===== src/verilog/tcsh_pkg.sv =====
// Shared constants and carrier types for the transmit credit and handshake block.
package tcsh_pkg;
	localparam int NUM_VC = 2;
	localparam int FIFO_DEPTH = 8;
	localparam int DATA_W = 32;
	localparam logic [4:0] ADDR_CTRL = 5'h00;
	localparam logic [4:0] ADDR_INIT_HDR = 5'h04;
	localparam logic [4:0] ADDR_INIT_DATA = 5'h08;
	localparam logic [4:0] ADDR_INF = 5'h0c;
	localparam logic [4:0] ADDR_STATUS = 5'h10;
	localparam int CTRL_WIDE_BIT = 0;
	localparam int CTRL_REDUCED_BIT = 1;
	localparam int CTRL_RELOAD_BIT = 2;
	localparam logic [1:0] CTRL_RST = 2'h0;
	localparam logic [7:0] INIT_HDR_RST = 8'h10;
	localparam logic [11:0] INIT_DATA_RST = 12'h080;
	localparam logic [5:0] INF_RST = 6'h00;
	localparam logic [8:0] NARROW_DATA_MAX = 9'h100;
	localparam logic [7:0] WIDE_HDR_MAX = 8'h7f;
	localparam logic [11:0] WIDE_DATA_MAX = 12'h7ff;
	localparam logic [7:0] HDR_FIELD_TOP = 8'hff;
	localparam logic [11:0] DATA_FIELD_TOP = 12'hfff;
	localparam logic [1:0] THROTTLE_LAST = 2'h3;
	localparam logic [1:0] AXI_OKAY = 2'h0;
	localparam logic [1:0] AXI_SLVERR = 2'h2;
	typedef enum logic [1:0] {
		TCSH_CLS_POSTED = 2'h0,
		TCSH_CLS_NONPOSTED = 2'h1,
		TCSH_CLS_CPL = 2'h2
	} tcsh_cls_t;
	typedef struct packed {
		logic vc;
		tcsh_cls_t cls;
		logic [9:0] dwords;
	} tcsh_desc_t;
	typedef struct packed {
		logic [2:0][7:0] hdr;
		logic [2:0][11:0] data;
	} tcsh_counts_t;
endpackage


===== src/verilog/tcsh_core.sv =====
// Transmit credit reporting, descriptor acknowledge and data phase pacing with register slave.
`timescale 1ns/1ps
module tcsh_core
	import tcsh_pkg::*;
#(
	parameter int DEPTH = FIFO_DEPTH
) (
	input wire logic i_ref_clk,
	input wire logic i_arst_n,
	input wire logic [4:0] i_axi_awaddr,
	input wire logic i_axi_awvalid,
	output logic o_axi_awready,
	input wire logic [31:0] i_axi_wdata,
	input wire logic [3:0] i_axi_wstrb,
	input wire logic i_axi_wvalid,
	output logic o_axi_wready,
	output logic [1:0] o_axi_bresp,
	output logic o_axi_bvalid,
	input wire logic i_axi_bready,
	input wire logic [4:0] i_axi_araddr,
	input wire logic i_axi_arvalid,
	output logic o_axi_arready,
	output logic [31:0] o_axi_rdata,
	output logic [1:0] o_axi_rresp,
	output logic o_axi_rvalid,
	input wire logic i_axi_rready,
	input wire logic i_tx_req,
	input wire tcsh_desc_t i_tx_desc,
	output logic o_tx_ack,
	input wire logic i_transmit_data_valid,
	input wire logic [DATA_W-1:0] i_tx_data,
	output logic o_transmit_wait_state_flag,
	output logic [NUM_VC-1:0][65:0] o_tx_credit,
	output logic o_link_valid,
	output logic [DATA_W-1:0] o_link_data,
	input wire logic i_link_ready
);
	typedef enum logic [1:0] {
		TCSH_IDLE = 2'b01,
		TCSH_DATA = 2'b10
	} tcsh_state_t;

	function automatic logic [11:0] credits_for_dw(input logic [9:0] dw);
		logic [10:0] s;
		s = {1'b0, dw} + 11'h003;
		return {3'h0, s[10:2]};
	endfunction

	function automatic logic [31:0] merge(input logic [31:0] old, input logic [31:0] d,
			input logic [3:0] be);
		logic [31:0] r;
		r = old;
		for (int i = 0; i < 4; i++) begin
			if (be[i]) begin
				r[8*i +: 8] = d[8*i +: 8];
			end
		end
		return r;
	endfunction

	localparam int CW = $clog2(DEPTH) + 1;

	tcsh_state_t state_reg;
	logic [1:0] ctrl_reg;
	logic reload_reg;
	logic [7:0] init_hdr_reg;
	logic [11:0] init_data_reg;
	logic [5:0] inf_reg;
	tcsh_counts_t cnt_reg [NUM_VC];
	logic [NUM_VC-1:0][65:0] fmt_vec;
	logic [9:0] rem_reg;
	logic throttle_reg;
	logic [1:0] phase_reg;
	logic [CW-1:0] fifo_count;
	logic fifo_in_ready;
	logic push;
	logic pop;
	logic [CW-1:0] count_next;
	logic credit_ok;
	logic ack_fire;
	logic last_word;
	logic throttle_next;
	logic [1:0] phase_next;
	logic ws_next;
	logic [11:0] need;
	logic wide;
	logic [1:0] cls_idx;
	logic aw_got_reg;
	logic w_got_reg;
	logic [4:0] awaddr_reg;
	logic [31:0] wdata_reg;
	logic [3:0] wstrb_reg;
	logic [31:0] rd_value;
	logic rd_hit;

	assign wide = ctrl_reg[CTRL_WIDE_BIT];
	assign cls_idx = i_tx_desc.cls;
	assign need = credits_for_dw(i_tx_desc.dwords);
	assign credit_ok = (inf_reg[2*cls_idx] || cnt_reg[i_tx_desc.vc].hdr[cls_idx] != 8'h00) &&
		(inf_reg[2*cls_idx+1] || need <= cnt_reg[i_tx_desc.vc].data[cls_idx]);
	// The buffer must have drained the previous packet before a new one is taken.
	assign ack_fire = (state_reg == TCSH_IDLE) && i_tx_req && !o_tx_ack && credit_ok &&
		(fifo_count == '0);
	assign push = (state_reg == TCSH_DATA) && i_transmit_data_valid &&
		!o_transmit_wait_state_flag && fifo_in_ready;
	assign pop = o_link_valid && i_link_ready;
	assign count_next = fifo_count + CW'(push) - CW'(pop);
	assign last_word = push && (rem_reg == 10'h001);

	tcsh_fifo #(.WIDTH(DATA_W), .DEPTH(DEPTH)) u_fifo (
		.i_ref_clk(i_ref_clk),
		.i_arst_n(i_arst_n),
		.i_in_valid(push),
		.o_in_ready(fifo_in_ready),
		.i_in_data(i_tx_data),
		.o_out_valid(o_link_valid),
		.i_out_ready(i_link_ready),
		.o_out_data(o_link_data),
		.o_count(fifo_count)
	);

	for (genvar v = 0; v < NUM_VC; v++) begin : g_fmt
		tcsh_cred_fmt u_fmt (
			.i_counts(cnt_reg[v]),
			.i_inf(inf_reg),
			.i_wide(wide),
			.o_vec(fmt_vec[v])
		);
	end

	always_comb begin
		throttle_next = throttle_reg;
		if (ack_fire || last_word) begin
			throttle_next = 1'b0;
		end else if (state_reg == TCSH_DATA && ctrl_reg[CTRL_REDUCED_BIT] &&
				count_next == CW'(DEPTH)) begin
			throttle_next = 1'b1;
		end
		phase_next = push ? 2'h0 : (phase_reg == THROTTLE_LAST ? THROTTLE_LAST : phase_reg + 2'h1);
		if (ack_fire) begin
			ws_next = 1'b0;
		end else if (state_reg == TCSH_IDLE || last_word) begin
			ws_next = wide;
		end else begin
			ws_next = (count_next == CW'(DEPTH)) ||
				(throttle_next && phase_next != THROTTLE_LAST);
		end
	end

	always_ff @(posedge i_ref_clk or negedge i_arst_n) begin
		if (!i_arst_n) begin
			state_reg <= TCSH_IDLE;
			rem_reg <= 10'h000;
			o_tx_ack <= 1'b0;
		end else begin
			o_tx_ack <= ack_fire;
			unique case (state_reg)
				TCSH_IDLE: begin
					if (ack_fire && i_tx_desc.dwords != 10'h000) begin
						state_reg <= TCSH_DATA;
						rem_reg <= i_tx_desc.dwords;
					end
				end
				TCSH_DATA: begin
					if (push) begin
						rem_reg <= rem_reg - 10'h001;
					end
					if (last_word) begin
						state_reg <= TCSH_IDLE;
					end
				end
			endcase
		end
	end

	always_ff @(posedge i_ref_clk or negedge i_arst_n) begin
		if (!i_arst_n) begin
			o_transmit_wait_state_flag <= 1'b0;
			throttle_reg <= 1'b0;
			phase_reg <= 2'h0;
		end else begin
			o_transmit_wait_state_flag <= ws_next;
			throttle_reg <= throttle_next;
			phase_reg <= phase_next;
		end
	end

	// Reload takes priority over consumption, so software sees exactly the loaded value.
	always_ff @(posedge i_ref_clk or negedge i_arst_n) begin
		if (!i_arst_n) begin
			for (int v = 0; v < NUM_VC; v++) begin
				cnt_reg[v].hdr <= {3{INIT_HDR_RST}};
				cnt_reg[v].data <= {3{INIT_DATA_RST}};
			end
		end else if (reload_reg) begin
			for (int v = 0; v < NUM_VC; v++) begin
				cnt_reg[v].hdr <= {3{init_hdr_reg}};
				cnt_reg[v].data <= {3{init_data_reg}};
			end
		end else if (ack_fire) begin
			if (!inf_reg[2*cls_idx]) begin
				cnt_reg[i_tx_desc.vc].hdr[cls_idx] <= cnt_reg[i_tx_desc.vc].hdr[cls_idx] - 8'h01;
			end
			if (!inf_reg[2*cls_idx+1]) begin
				cnt_reg[i_tx_desc.vc].data[cls_idx] <= cnt_reg[i_tx_desc.vc].data[cls_idx] - need;
			end
		end
	end

	always_ff @(posedge i_ref_clk or negedge i_arst_n) begin
		if (!i_arst_n) begin
			o_tx_credit <= '0;
		end else begin
			o_tx_credit <= fmt_vec;
		end
	end

	always_ff @(posedge i_ref_clk or negedge i_arst_n) begin
		if (!i_arst_n) begin
			o_axi_awready <= 1'b1;
			o_axi_wready <= 1'b1;
			aw_got_reg <= 1'b0;
			w_got_reg <= 1'b0;
			awaddr_reg <= 5'h00;
			wdata_reg <= 32'h0;
			wstrb_reg <= 4'h0;
			o_axi_bvalid <= 1'b0;
			o_axi_bresp <= AXI_OKAY;
			ctrl_reg <= CTRL_RST;
			reload_reg <= 1'b0;
			init_hdr_reg <= INIT_HDR_RST;
			init_data_reg <= INIT_DATA_RST;
			inf_reg <= INF_RST;
		end else begin
			reload_reg <= 1'b0;
			if (i_axi_awvalid && o_axi_awready) begin
				o_axi_awready <= 1'b0;
				aw_got_reg <= 1'b1;
				awaddr_reg <= {i_axi_awaddr[4:2], 2'h0};
			end
			if (i_axi_wvalid && o_axi_wready) begin
				o_axi_wready <= 1'b0;
				w_got_reg <= 1'b1;
				wdata_reg <= i_axi_wdata;
				wstrb_reg <= i_axi_wstrb;
			end
			if (aw_got_reg && w_got_reg && !o_axi_bvalid) begin
				aw_got_reg <= 1'b0;
				w_got_reg <= 1'b0;
				o_axi_bvalid <= 1'b1;
				o_axi_bresp <= AXI_OKAY;
				unique case (awaddr_reg)
					ADDR_CTRL: begin
						ctrl_reg <= 2'(merge(32'h0, wdata_reg, wstrb_reg)) |
							(ctrl_reg & {2{~wstrb_reg[0]}});
						reload_reg <= wstrb_reg[0] & wdata_reg[CTRL_RELOAD_BIT];
					end
					ADDR_INIT_HDR: init_hdr_reg <= 8'(merge({24'h0, init_hdr_reg},
						wdata_reg, wstrb_reg));
					ADDR_INIT_DATA: init_data_reg <= 12'(merge({20'h0, init_data_reg},
						wdata_reg, wstrb_reg));
					ADDR_INF: inf_reg <= 6'(merge({26'h0, inf_reg}, wdata_reg, wstrb_reg));
					ADDR_STATUS: o_axi_bresp <= AXI_OKAY;
					default: o_axi_bresp <= AXI_SLVERR;
				endcase
			end
			if (o_axi_bvalid && i_axi_bready) begin
				o_axi_bvalid <= 1'b0;
				o_axi_awready <= 1'b1;
				o_axi_wready <= 1'b1;
			end
		end
	end

	always_comb begin
		rd_hit = 1'b1;
		unique case ({i_axi_araddr[4:2], 2'h0})
			ADDR_CTRL: rd_value = {30'h0, ctrl_reg};
			ADDR_INIT_HDR: rd_value = {24'h0, init_hdr_reg};
			ADDR_INIT_DATA: rd_value = {20'h0, init_data_reg};
			ADDR_INF: rd_value = {26'h0, inf_reg};
			ADDR_STATUS: rd_value = {24'h0, 4'(fifo_count), 1'b0, throttle_reg,
				o_link_valid, state_reg == TCSH_DATA};
			default: begin
				rd_value = 32'h0;
				rd_hit = 1'b0;
			end
		endcase
	end

	always_ff @(posedge i_ref_clk or negedge i_arst_n) begin
		if (!i_arst_n) begin
			o_axi_arready <= 1'b1;
			o_axi_rvalid <= 1'b0;
			o_axi_rdata <= 32'h0;
			o_axi_rresp <= AXI_OKAY;
		end else if (i_axi_arvalid && o_axi_arready) begin
			o_axi_arready <= 1'b0;
			o_axi_rvalid <= 1'b1;
			o_axi_rdata <= rd_value;
			o_axi_rresp <= rd_hit ? AXI_OKAY : AXI_SLVERR;
		end else if (o_axi_rvalid && i_axi_rready) begin
			o_axi_rvalid <= 1'b0;
			o_axi_arready <= 1'b1;
		end
	end
endmodule // tcsh_core


===== src/verilog/tcsh_fifo.sv =====
// Parameterised first-in first-out buffer with valid and ready on both sides.
`timescale 1ns/1ps
module tcsh_fifo #(
	parameter int WIDTH = 32,
	parameter int DEPTH = 8
) (
	input wire logic i_ref_clk,
	input wire logic i_arst_n,
	input wire logic i_in_valid,
	output logic o_in_ready,
	input wire logic [WIDTH-1:0] i_in_data,
	output logic o_out_valid,
	input wire logic i_out_ready,
	output logic [WIDTH-1:0] o_out_data,
	output logic [$clog2(DEPTH):0] o_count
);
	localparam int AW = $clog2(DEPTH);
	logic [WIDTH-1:0] mem [DEPTH];
	logic [AW-1:0] wr_ptr_reg;
	logic [AW-1:0] rd_ptr_reg;
	logic [AW:0] count_reg;
	logic push;
	logic pop;

	assign o_in_ready = (count_reg != DEPTH[AW:0]);
	assign o_out_valid = (count_reg != '0);
	assign o_out_data = mem[rd_ptr_reg];
	assign o_count = count_reg;
	assign push = i_in_valid & o_in_ready;
	assign pop = o_out_valid & i_out_ready;

	always_ff @(posedge i_ref_clk) begin
		if (push) begin
			mem[wr_ptr_reg] <= i_in_data;
		end
	end

	always_ff @(posedge i_ref_clk or negedge i_arst_n) begin
		if (!i_arst_n) begin
			wr_ptr_reg <= '0;
			rd_ptr_reg <= '0;
			count_reg <= '0;
		end else begin
			if (push) begin
				wr_ptr_reg <= (wr_ptr_reg == AW'(DEPTH - 1)) ? '0 : wr_ptr_reg + 1'b1;
			end
			if (pop) begin
				rd_ptr_reg <= (rd_ptr_reg == AW'(DEPTH - 1)) ? '0 : rd_ptr_reg + 1'b1;
			end
			count_reg <= count_reg + (AW+1)'(push) - (AW+1)'(pop);
		end
	end
endmodule // tcsh_fifo


===== src/verilog/tcsh_cred_fmt.sv =====
// Formats one virtual channel's credit counts into the compact or the wide vector.
`timescale 1ns/1ps
module tcsh_cred_fmt
	import tcsh_pkg::*;
(
	input wire tcsh_counts_t i_counts,
	input wire logic [5:0] i_inf,
	input wire logic i_wide,
	output logic [65:0] o_vec
);
	function automatic logic [8:0] sat_narrow(input logic [11:0] v, input logic inf);
		if (inf || v > 12'(NARROW_DATA_MAX)) begin
			return NARROW_DATA_MAX;
		end
		return v[8:0];
	endfunction

	function automatic logic [7:0] fmt_hdr(input logic [7:0] v, input logic inf);
		if (inf) begin
			return HDR_FIELD_TOP;
		end
		return (v > WIDE_HDR_MAX) ? WIDE_HDR_MAX : v;
	endfunction

	function automatic logic [11:0] fmt_data(input logic [11:0] v, input logic inf);
		if (inf) begin
			return DATA_FIELD_TOP;
		end
		return (v > WIDE_DATA_MAX) ? WIDE_DATA_MAX : v;
	endfunction

	logic [21:0] narrow;
	logic [65:0] wide;

	always_comb begin
		narrow[0] = i_inf[0] | (i_counts.hdr[0] != 8'h00);
		narrow[9:1] = sat_narrow(i_counts.data[0], i_inf[1]);
		narrow[10] = i_inf[2] | (i_counts.hdr[1] != 8'h00);
		narrow[11] = i_inf[3] | (i_counts.data[1] != 12'h000);
		narrow[12] = i_inf[4] | (i_counts.hdr[2] != 8'h00);
		narrow[21:13] = sat_narrow(i_counts.data[2], i_inf[5]);
		wide[7:0] = fmt_hdr(i_counts.hdr[0], i_inf[0]);
		wide[19:8] = fmt_data(i_counts.data[0], i_inf[1]);
		wide[27:20] = fmt_hdr(i_counts.hdr[1], i_inf[2]);
		wide[39:28] = fmt_data(i_counts.data[1], i_inf[3]);
		wide[47:40] = fmt_hdr(i_counts.hdr[2], i_inf[4]);
		wide[59:48] = fmt_data(i_counts.data[2], i_inf[5]);
		wide[65:60] = i_inf;
		o_vec = i_wide ? wide : {44'h0, narrow};
	end
endmodule // tcsh_cred_fmt


===== config.mk =====
export PLATFORM = sky130hd
export DESIGN_NAME = tcsh_core
export DESIGN_NICKNAME = d
export VERILOG_FILES = /design/src/verilog/tcsh_pkg.sv /design/src/verilog/tcsh_core.sv /design/src/verilog/tcsh_fifo.sv /design/src/verilog/tcsh_cred_fmt.sv
export SDC_FILE = /design/constraint.sdc
export NUM_CORES = 1
export LEC_CHECK = 0
export BUFFER_PORTS_ARGS = -buffer_cell sky130_fd_sc_hd__buf_2
export CORE_MARGIN = 2
export CORE_UTILIZATION = 30
export CTS_CLUSTER_DIAMETER = 100
export DETAILED_ROUTE_END_ITERATION = 8
export SYNTH_ARGS = -nofsm -noshare
export SYNTH_HDL_FRONTEND = slang
export SYNTH_SLANG_ARGS = --single-unit

===== constraint.sdc =====
create_clock -name i_ref_clk -period 6.6 [get_ports i_ref_clk]
set_input_delay 1.32 -clock i_ref_clk [delete_from_list [all_inputs] [get_ports i_ref_clk]]
set_output_delay 1.32 -clock i_ref_clk [all_outputs]
set_load 0.01 [all_outputs]

==> results of run 1 <==
-- layer usage --
metal,wire (um),global-route usage,vias up
met5,108,0,-
met4,2670,0.0633,16
met3,5690,0.0439,156
met2,35200,0.261,652
met1,34100,0.229,8768
li1,-,-,7664
-- synth_stat cells, types with 9 or more instances --
cell	instances
a21oi_1	92
a21o_1	14
nor2b_1	17
or3_1	13
buf_6	11
a31oi_1	12
inv_1	30
buf_2	14
o21a_1	68
ha_1	22
xnor2_1	14
nand2b_1	13
o21ai_0	158
nor4_1	22
nand2_1	96
dfrtp_1	322
nand3_1	13
a211oi_1	9
and2_1	16
mux2_1	32
nor3_1	27
clkbuf_1	65
mux4_2	69
edfxtp_1	256
dfstp_2	18
buf_4	31
mux2i_1	38
nor2_1	96
a22oi_1	10
or2_2	14
mux2_2	153
o22ai_1	11
nand3b_1	10
buf_1	14
mux2_4	19
-- stage by stage --
| step | instances | worst slack [ps] | power [mW] | hold slack [ps] |
|---|---|---|---|---|
| 2_1_floorplan | 1943 | 1230 | 7.73 | 424 |
| 3_3_place_gp | 3253 | 1020 | 9.20 | 440 |
| 3_5_place_dp | 3253 | 988 | 9.28 | 444 |
| 4_1_cts | 3373 | 1610 | 13.2 | 453 |
| 5_1_grt | 3375 | 1270 | 13.8 | 473 |
| 6_report | 3376 | 1530 | 13.1 | 453 |
-- cell type report --
class                           instances  share of cell area
Sequential cell                       596               0.520
Multi-Input combinational cell       1182               0.307
Clock buffer                           82              0.0572
Timing Repair Buffer                  290              0.0497
Tap cell                             1155              0.0463
Clock inverter                         38              0.0161
Inverter                               30             0.00361
Antenna cell                            3            0.000241
-- worst max-delay path, cell delays in order --
cell and delay [ps]:
buf_2 530, inv_1 130, nor2_1 440, o2bb2ai_1 180, a21o_1 190, inv_1 70
fa_1 450, nand2b_1 180, a21o_1 180, a21oi_1 120, o21ai_0 190, a41oi_2 320
buf_4 310, a21o_1 530, mux2_2 400
-- kinds of logic (layout without fill, tap and decap cells) --
| kind of cell | after synthesis | after routing |
|---|---|---|
| other | 1 | 25 |
| xor gates and xnor gates | 22 | 22 |
| and+or+nand+nor | 369 | 369 |
| DFF | 596 | 596 |
| muxes | 312 | 312 |
| AOI/OAI and AO/OA | 433 | 433 |
| adders and majority gates | 24 | 24 |
| buffers and inverters | 165 | 440 |
-- power by group --
group	leakage [nW]	total (mW)	switching, mW	internal (mW)
sequential	6.83	5.40	0.740	4.66
clock	1.11	3.88	1.55	2.34
combinational	5.25	3.81	2.15	1.66
-- how the worst max path moves through the flow --
| stage | slack [ps] | from | cells after the start | to |
|---|---|---|---|---|
| 6_report | 1530 | i_tx_desc[12] | 15 | cnt_reg[80] |
| 2_1_floorplan | 1230 | i_transmit_data_valid | 5 | u_fifo.mem[5][0] |
| 3_5_place_dp | 990 | i_tx_desc[12] | 15 | cnt_reg[77] |
| 5_1_grt | 1270 | i_tx_desc[12] | 15 | cnt_reg[0] |
| 3_3_place_gp | 1020 | i_tx_desc[12] | 15 | cnt_reg[0] |
| 4_1_cts | 1610 | i_tx_desc[12] | 15 | cnt_reg[8] |
==> summary.txt, run 1 <==
STA
  • Setup TNS: 0 ps
  • Fin. Hold Viols: 0
  • Skew final: about 27 ps
  • Fin crit period: about 5100 ps
  • Slew margin rel.: 0.301
  • Slew Viols, Final: 0
  • Max Freq: between 0.15 and 0.2 GHz
  • RSZ-0062 raised after global routing: no
  • Worst-Margin Slew: roughly 1000 ps
  • Final setup viols: 0
  • Period utilisation layout: 0.768

Floorplan
  • Row count: ~110
  • Chip height: 301 um
  • Top Ports: 309
  • Die Footprint: slightly above 90000 um^2
  • Starting Density: 0.304
  • Core ar.: just under 90000 um^2
  • Die width: ~300 um

Placed design
  • Post-DP Area: between 20000 and 30000 um^2
  • Post-DP HPWL: 52800 um
  • PortBufs: between 200 and 300
  • GP Congestion: around 0.93

Global routing
  • Total grt overflow: 0
  • Initial antenna violation count: 11
  • Largest net degree at the start of global routing: between 100 and 150
  • First-pass GRT wire length: about 110000 um
  • Tot GR Track Use: 0.169
  • Vias in the first global route: ~18000

Finish
  • Most common cell after layout, fill and taps aside: dfrtp_1
  • Most frequent cells in the layout: 319 x dfrtp_1, 259 x buf_2, 256 x edfxtp_1
  • Layout fillers: approximately 8400
  • Layout cell share with drive strength beyond 1: 0.317
  • Nets: between 2000 and 2500
  • Syn-to-layout area delta: 17.8%
  • Multi-input gate area: approximately 9600 um^2
  • Final instance area: approximately 31000 um^2
  • Reg area: between 15000 and 20000 um^2
  • Final core occ: 0.358
  • Largest register FFs: 256

Yosys
  • Sequential fraction of the synthesis area: 0.612
  • Synth warn: 0
  • Number of synthesized flops with an enable pin: 256
  • Asr flop ratio synth: 0.570
  • Multiplexer area fraction after synthesis: 0.163
  • Flops & latches, synth: just under 600
  • Top post-synthesis cells by area: dfrtp_1 30%, edfxtp_1 29%, mux2_2 6.5%, mux4_2 5.9%, o21ai_0 3.0%
  • Adder-Cell Fraction of Synth Area: 0.0119
  • Mapped Cells: 1922
  • Avg Inst Size Synth: between 10 and 15 um^2
  • Post-synthesis xor/xnor area fraction: 0.00756
  • Post-synth cell types: ~80
  • Top cell type's share of synthesized area: 0.304
  • Cell Area, Synth: approximately 26000 um^2
  • Largest family of logic cells by synthesized area: multiplexers
  • Ys flop type: dfrtp_1
  • Post-synthesis simple-gate area fraction: 0.0702
  • Synth Area in Compound Gates: 0.103
  • Synth area leader: dfrtp_1

Clocking
  • CTS tree: yes
  • H-tree level count: 3
  • Setup Buffers After CTS: 0
  • CTS Buf Count: 67
  • CTS Buffer Depth: 3
  • Resized cells post-CTS: 0
  • CTS Hold Bufs: 0
  • CTS Sinks: between 500 and 600
  • CTS clock-pin slew for the worst setup and hold paths: ~60 ps
  • Root Buffer: clkbuf_16
  • Worst skew pair latency: about 620 ps

Setup path
  • Critical path class: input port to register
  • CP required: roughly 7100 ps
  • Critical Path AT: between 5000 and 6000 ps
  • Kind of start point of the critical path: input port
  • R2R Path Start: cnt_reg[24]
  • Critical R2R Capture: cnt_reg[80]
  • CP Max Fanout: 24
  • Setup crit end kind: register
  • Reg2Reg Depth: 14
  • Reg2reg setup slack: around 2500 ps

Route
  • First DRT Iteration DRCs: roughly 1200
  • DR pass1 iterations: 6
  • Total length of routed wires: 77800 um
  • Vias: around 17000
  • Routed vias/inst: slightly above 5
  • Post-route DRC: 0
  • DR WL/cell: 23.0 um
  • Final ANT Viol Nets: 0

Run
  • Max_cap viols: 0

Min path
  • Worst hold stages: 1
  • Hold/Removal Path Class: register to register
  • Hold Path End: phase_reg[0]
  • Hold_sp: phase_reg[0]

Status
  • Outcome: finished clean

Pwr
  • Maximum vdd drop: between 0.0002 and 0.00025 V
  • Leakage: 13.2 nW
  • Pwr dens: about 420 nW/um^2
(Power assumes the default switching activity.)
==> run 2, diff against run 1 <==
==> constraint.sdc (replaced) <==
create_clock -name i_ref_clk -period 5.18 [get_ports i_ref_clk]
set_input_delay 1.036 -clock i_ref_clk [delete_from_list [all_inputs] [get_ports i_ref_clk]]
set_output_delay 1.036 -clock i_ref_clk [all_outputs]
set_load 0.01 [all_outputs]
==> run 2 against run 1 <==
  * Combinational power is 29% higher
  * Die area unchanged
  * Global-route usage barely moved
  * Highest routed layer unchanged
  * Largest power group unchanged
  * Clock skew down 3.6 ps
  * First-iteration DRC count down 5.0%
  * Critical path depth unchanged
  * Cell count grew 0.74%
==> summary.txt, run 2 (synthesized netlist as in run 1, its figures left out) <==
Floorplan
  • Chip height: between 300 and 400 um
  • Row count: approximately 110
  • Top Ports: between 300 and 400
  • Starting Density: 0.304
  • Core ar.: ~87000 um^2
  • Die width: 301 um
  • Die Footprint: 90700 um^2

Pwr
  • Power share of the clock group: 0.293
  • Leakage: approximately 13 nW
  • Seq pwr share: 0.412
  • Int Power: roughly 11 mW
  • Switching share of power: 0.337
  • Combinational share of power: 0.295
  • Pwr dens: 529 nW/um^2
  • Sw power: roughly 5.6 mW
  • Maximum vdd drop: 0.000313 V

Setup path
  • Setup crit end kind: register
  • Slowest stage cell, crit path: fa_1
  • CP required: 5660 ps
  • Slowest stage delay, CP: between 400 and 500 ps
  • CP startpoint: i_tx_desc[12]
  • CP Max Fanout: 22
  • Kind of start point of the critical path: input port
  • Reg2reg setup slack: roughly 1500 ps
  • Crit path cell chain: buf_2 > buf_4 > nor2_1 > a22oi_1 > o22a_1 > ha_1 > fa_1 > nand2b_1 > a21o_1 > a21oi_1 > o21ai_0 > a41oi_2 > buf_12 > a41o_1 > mux2_2
  • Critical Path AT: just under 5000 ps
  • Critical path class: input port to register
  • R2R Path Start: cnt_reg[24]

Global routing
  • Largest net degree at the start of global routing: between 100 and 150
  • Tot GR Track Use: 0.169
  • Vias in the first global route: between 15000 and 20000
  • Total grt overflow: 0
  • First-pass GRT wire length: around 120000 um
  • Initial antenna violation count: 13

STA
  • Slew Viols, Final: 0
  • Period utilisation layout: 0.841
  • Final setup viols: 0
  • Max Freq: between 0.2 and 0.25 GHz
  • Fin. Hold Viols: 0
  • Slew margin rel.: 0.301
  • Skew final: about 23 ps
  • Setup TNS: 0 ps
  • Worst-Margin Slew: between 1000 and 1500 ps
  • RSZ-0062 raised after global routing: no
  • Fin crit period: 4360 ps

Route
  • Post-route DRC: 0
  • Final ANT Viol Nets: 0
  • First DRT Iteration DRCs: between 1000 and 1500
  • DR WL/cell: about 23 um
  • Total length of routed wires: around 77000 um
  • DR pass1 iterations: 5
  • Routed vias/inst: about 5.1
  • Vias: about 17000

Clocking
  • Worst skew pair latency: about 600 ps
  • Root Buffer: clkbuf_16
  • CTS Buffer Depth: 3
  • CTS Sinks: 596
  • CTS tree: yes
  • CTS Hold Bufs: 0
  • Resized cells post-CTS: 0
  • H-tree level count: 3
  • CTS Buf Count: 66
  • Setup Buffers After CTS: 0
  • CTS clock-pin slew for the worst setup and hold paths: ~60 ps

Run
  • Max_cap viols: 0

Min path
  • Hold_sp: phase_reg[0]
  • Hold/Removal Path Class: register to register

Placed design
  • GP Congestion: approximately 0.90
  • # placed instances: 3283
  • PortBufs: 260
  • Post-DP HPWL: roughly 54000 um

Finish
  • Final core occ: 0.362
  • Most common cell after layout, fill and taps aside: dfrtp_1
  • Syn-to-layout area delta: 19.1%
  • Largest register FFs: between 200 and 300
  • Most frequent cells in the layout: 319 x dfrtp_1, 259 x buf_2, 256 x edfxtp_1
  • Nets: ~2300
  • Fin cells: 3401
  • Layout fillers: about 8400
  • Layout cell share with drive strength beyond 1: 0.326

Status
  • Outcome: finished clean
## run 2: cell count changes in the layout (fill, tap and decap cells not counted), sizes merged
cell / change
clkinv: -4
bufinv: -1
buf: +30
inv: +2
diode: -2
## run 2: path summary, 6_finish.rpt
path / to / depth (start not counted)
worst max-delay path: cnt_reg[101] / 15
worst min-delay path: phase_reg[0] / 1
worst max register to register: cnt_reg[101] / 14
worst min register to register: phase_reg[0] / 1
max in group asynchronous: cnt_reg[19] / 2
min in group asynchronous: o_tx_credit[24] / 1
## run 2: final cells by class
class                      instances  area (um^2)  area share
sequential                       596        16200       0.515
antenna                            1         2.50   0.0000794
clock buffer                      82         1790      0.0569
multi-input combinational       1182         9560       0.303
inverter                          30          113     0.00357
timing repair buffer             320         1920      0.0610
tap                             1155         1450      0.0458
clock inverter                    35          465      0.0148
## run 2: power by group through the flow
stage / clock, mW / sequential (mW) / combinational [mW]
final: 4.89 / 6.87 / 4.93
after global routing: 5.20 / 7.00 / 5.36
after CTS: 5.00 / 6.88 / 4.98
after detailed placement: 0 / 6.96 / 4.95
after global placement: 0 / 6.92 / 4.87
after floorplan: 0 / 6.56 / 3.29
## run 2: stage by stage
| stage | area [um^2] | total power [mW] | hold WS, ps | setup slack (ps) |
|---|---|---|---|---|
| 6_report | 31500 | 16.7 | 447 | 824 |
| 4_1_cts | 31500 | 16.9 | 447 | 922 |
| 3_5_place_dp | 29300 | 11.9 | 441 | 306 |
| 5_1_grt | 31500 | 17.6 | 462 | 755 |
| 3_3_place_gp | 29300 | 11.8 | 440 | 381 |
| 2_1_floorplan | 26600 | 9.85 | 424 | 89.9 |
## run 2: worst max-delay path: cells and delay by family
family | cells | cell delay [ps]
buf+inv | 3 | 770
mux | 1 | 380
compound gates | 7 | 1430
fa+ha+maj | 2 | 640
simple gates | 2 | 530
## run 2: per-layer routing
layer	GRT usage	part of all wire
met1	0.229	0.43
met2	0.264	0.46
met3	0.0447	0.078
met4	0.0520	0.026
met5	0	0.0017
==> run 3, diff against run 2 <==
--- a/config.mk
+++ b/config.mk
@@ -5,6 +5,7 @@
 export SDC_FILE = /design/constraint.sdc
 export NUM_CORES = 1
 export LEC_CHECK = 0
+export ABC_AREA = 1
 export BUFFER_PORTS_ARGS = -buffer_cell sky130_fd_sc_hd__buf_2
 export CORE_MARGIN = 2
 export CORE_UTILIZATION = 30
==> constraint.sdc (replaced) <==
create_clock -name i_ref_clk -period 4.5 [get_ports i_ref_clk]
set_input_delay 0.9 -clock i_ref_clk [delete_from_list [all_inputs] [get_ports i_ref_clk]]
set_output_delay 0.9 -clock i_ref_clk [all_outputs]
set_load 0.01 [all_outputs]
==> run 3 against run 2 <==
  * Clock power increased by 11%
  * Global-route usage increased by 1.0 points
  * Register-to-register slack got worse by 710 ps
  * Highest routed layer unchanged
  * Largest cell class unchanged
  * Hold slack got worse by 92 ps
==> summary.txt, run 3 <==
Yosys
  • Post-synthesis simple-gate area fraction: 0.202
  • Sequential fraction of the synthesis area: 0.607
  • Post-synthesis xor/xnor area fraction: 0.00361
  • Adder-Cell Fraction of Synth Area: 0.0118
  • Synth top cells by count: 686 x nand2_1, 347 x nor2_1, 322 x dfrtp_1, 301 x o21ai_0, 256 x edfxtp_1
  • Synth area leader: dfrtp_1
  • Multiplexer area fraction after synthesis: 0.00169
  • Flops & latches, synth: ~600
  • Asr flop ratio synth: 0.570
  • Cell Area, Synth: 26700 um^2
  • Synth warn: 0
  • Post-synth cell types: between 50 and 60
  • Top cell type's share of synthesized area: 0.302
  • Mapped Cells: 2859
  • Number of synthesized flops with an enable pin: about 260
  • Top post-synthesis cells by area: dfrtp_1 30%, edfxtp_1 29%, nand2_1 9.6%, o21ai_0 5.6%, nor2_1 4.9%
  • Largest family of logic cells by synthesized area: simple AND/OR/NAND/NOR gates
  • Most common cell in the netlist: nand2_1
  • Ys flop type: dfrtp_1
  • Synth Area in Compound Gates: 0.110
  • Avg Inst Size Synth: ~9.3 um^2

Finish
  • Layout fillers: about 9000
  • Syn-to-layout area delta: 19.4%
  • Multi-input gate area: 8920 um^2
  • Reg area: 16200 um^2
  • Largest register FFs: 256
  • Most frequent cells in the layout: 686 x nand2_1, 343 x nor2_1, 320 x dfrtp_1
  • Layout cell share with drive strength beyond 1: 0.165
  • Nets: 3296
  • Final core occ: 0.361
  • Most common cell after layout, fill and taps aside: nand2_1

Global routing
  • First-pass GRT wire length: between 100000 and 150000 um
  • Vias in the first global route: 20200
  • Total grt overflow: 0
  • Largest net degree at the start of global routing: 130
  • Tot GR Track Use: 0.179
  • Initial antenna violation count: 4

Route
  • First DRT Iteration DRCs: approximately 2200
  • Routed vias/inst: approximately 4.9
  • Total length of routed wires: roughly 83000 um
  • Final ANT Viol Nets: 0
  • DR WL/cell: 19.0 um
  • Vias: 21600
  • Post-route DRC: 0
  • DR pass1 iterations: 6

STA
  • Setup TNS: 0 ps
  • Period utilisation layout: 0.864
  • Final setup viols: 0
  • Fin. Hold Viols: 0
  • Skew final: about 35 ps
  • Slew margin rel.: 0.196
  • Fin crit period: around 3900 ps
  • Max Freq: ~0.26 GHz
  • Slew Viols, Final: 0
  • RSZ-0062 raised after global routing: no
  • Worst-Margin Slew: 1200 ps

Setup path
  • Critical Path AT: roughly 4400 ps
  • Kind of start point of the critical path: input port
  • Critical path class: input port to register
  • Reg2reg setup slack: ~780 ps
  • Setup crit end kind: register
  • CP required: 4990 ps
  • CP Max Fanout: 26

Floorplan
  • Starting Density: 0.302
  • Core ar.: just under 90000 um^2
  • Chip height: roughly 300 um
  • Top Ports: 309
  • Die width: approximately 300 um
  • Row count: roughly 110
  • Die Footprint: about 91000 um^2

Pwr
  • Pwr dens: roughly 570 nW/um^2
  • Maximum vdd drop: about 0.00032 V
  • Leakage: ~15 nW

Clocking
  • Root Buffer: clkbuf_16
  • H-tree level count: 3
  • CTS Sinks: between 500 and 600
  • Setup Buffers After CTS: 0
  • CTS Hold Bufs: 0
  • CTS Buf Count: 67
  • CTS Buffer Depth: 3
  • Worst skew pair latency: 620 ps
  • Resized cells post-CTS: 0
  • CTS tree: yes
  • CTS clock-pin slew for the worst setup and hold paths: around 60 ps

Placed design
  • GP Congestion: between 0.9 and 1
  • PortBufs: 260
  • Post-DP HPWL: 58600 um

Status
  • Outcome: finished clean

Run
  • Max_cap viols: 0

Min path
  • Hold/Removal Path Class: input port to asynchronous set/reset pin
[run 3: cell types whose count changed in the layout (fill, tap and decap cells not counted), moves of 19 or more]
cell,previous run,this run
nand2_1,96,686
nor2_1,94,343
inv_1,30,238
nand3_1,13,163
mux2_2,153,4
o21ai_0,158,301
mux4_2,69,0
o21a_1,68,2
buf_4,47,98
mux2i_1,38,0
o22ai_1,11,46
mux2_1,32,0
a31oi_1,12,38
mux2_4,19,0
[run 3: worst max-delay path, cell delays in order]
cell	delay [ps]
buf_2	140
buf_4	230
o21ai_0	490
a21oi_1	140
nor3_1	390
buf_4	180
ha_1	260
nand2_1	100
inv_1	40
a21oi_1	170
nand3_1	90
nand3_1	100
nand3_2	140
nand3_4	130
nand2_4	240
buf_4	320
nand2_8	110
inv_4	60
nand2_1	70
nand2_1	60
[run 3: path summary, 6_finish.rpt]
check / from / cells after the start / endpoint
worst max-delay path: i_tx_desc[12] / 20 / cnt_reg[43]
worst min-delay path: i_arst_n / 1 / o_tx_credit[47]
worst max register to register: cnt_reg[90] / 19 / cnt_reg[43]
worst min register to register: phase_reg[0] / 1 / phase_reg[0]
max in group asynchronous: i_arst_n / 2 / o_axi_arready
min in group i_ref_clk: i_axi_wvalid / 2 / o_axi_wready
[run 3: kinds of logic after synthesis]
logic type / count (synthesis)
AO/OA/AOI/OAI: 533
XOR/XNOR: 11
adder cells (fa/ha/maj): 24
buffers and inverters: 393
flip-flops: 596
multiplexers: 4
other: 1
AND/OR/NAND/NOR: 1297
[run 3: through the flow]
| stage | setup WS [ps] | cell area (um^2) | power, mW | hold WS [ps] | cells |
|---|---|---|---|---|---|
| after floorplan | 417 | 26800 | 10.4 | 424 | 2880 |
| after global placement | 136 | 29700 | 12.7 | 436 | 4267 |
| after detailed placement | 118 | 29700 | 12.8 | 450 | 4267 |
| after CTS | 749 | 31900 | 18.3 | 369 | 4386 |
| after global routing | 374 | 31900 | 19.1 | 413 | 4387 |
| final | 614 | 31900 | 18.1 | 355 | 4387 |
[run 3: power by group]
group | switching, mW | internal [mW]
sequential | 0.632 | 6.72
clock | 2.25 | 3.20
combinational | 3.56 | 1.75
[run 3: layout make-up]
type,instances,share of cell area
clock buffer,89,0.0580
tap,1165,0.0457
clock inverter,30,0.0103
timing repair buffer,364,0.0679
inverter,251,0.0299
sequential,596,0.508
multi-input combinational,1891,0.280
antenna,1,0.0000784
[run 3: routing by layer]
layer  vias to the layer above  global-route usage  part of all wire  routed length, um
met1                     10400               0.253              0.44              36800
met3                       154              0.0344             0.082               6830
met2                       910               0.274              0.45              37200
met5                         -                   0           0.00038                 32
li1                      10200                   -                 -                  -
met4                         6              0.0632             0.031               2590
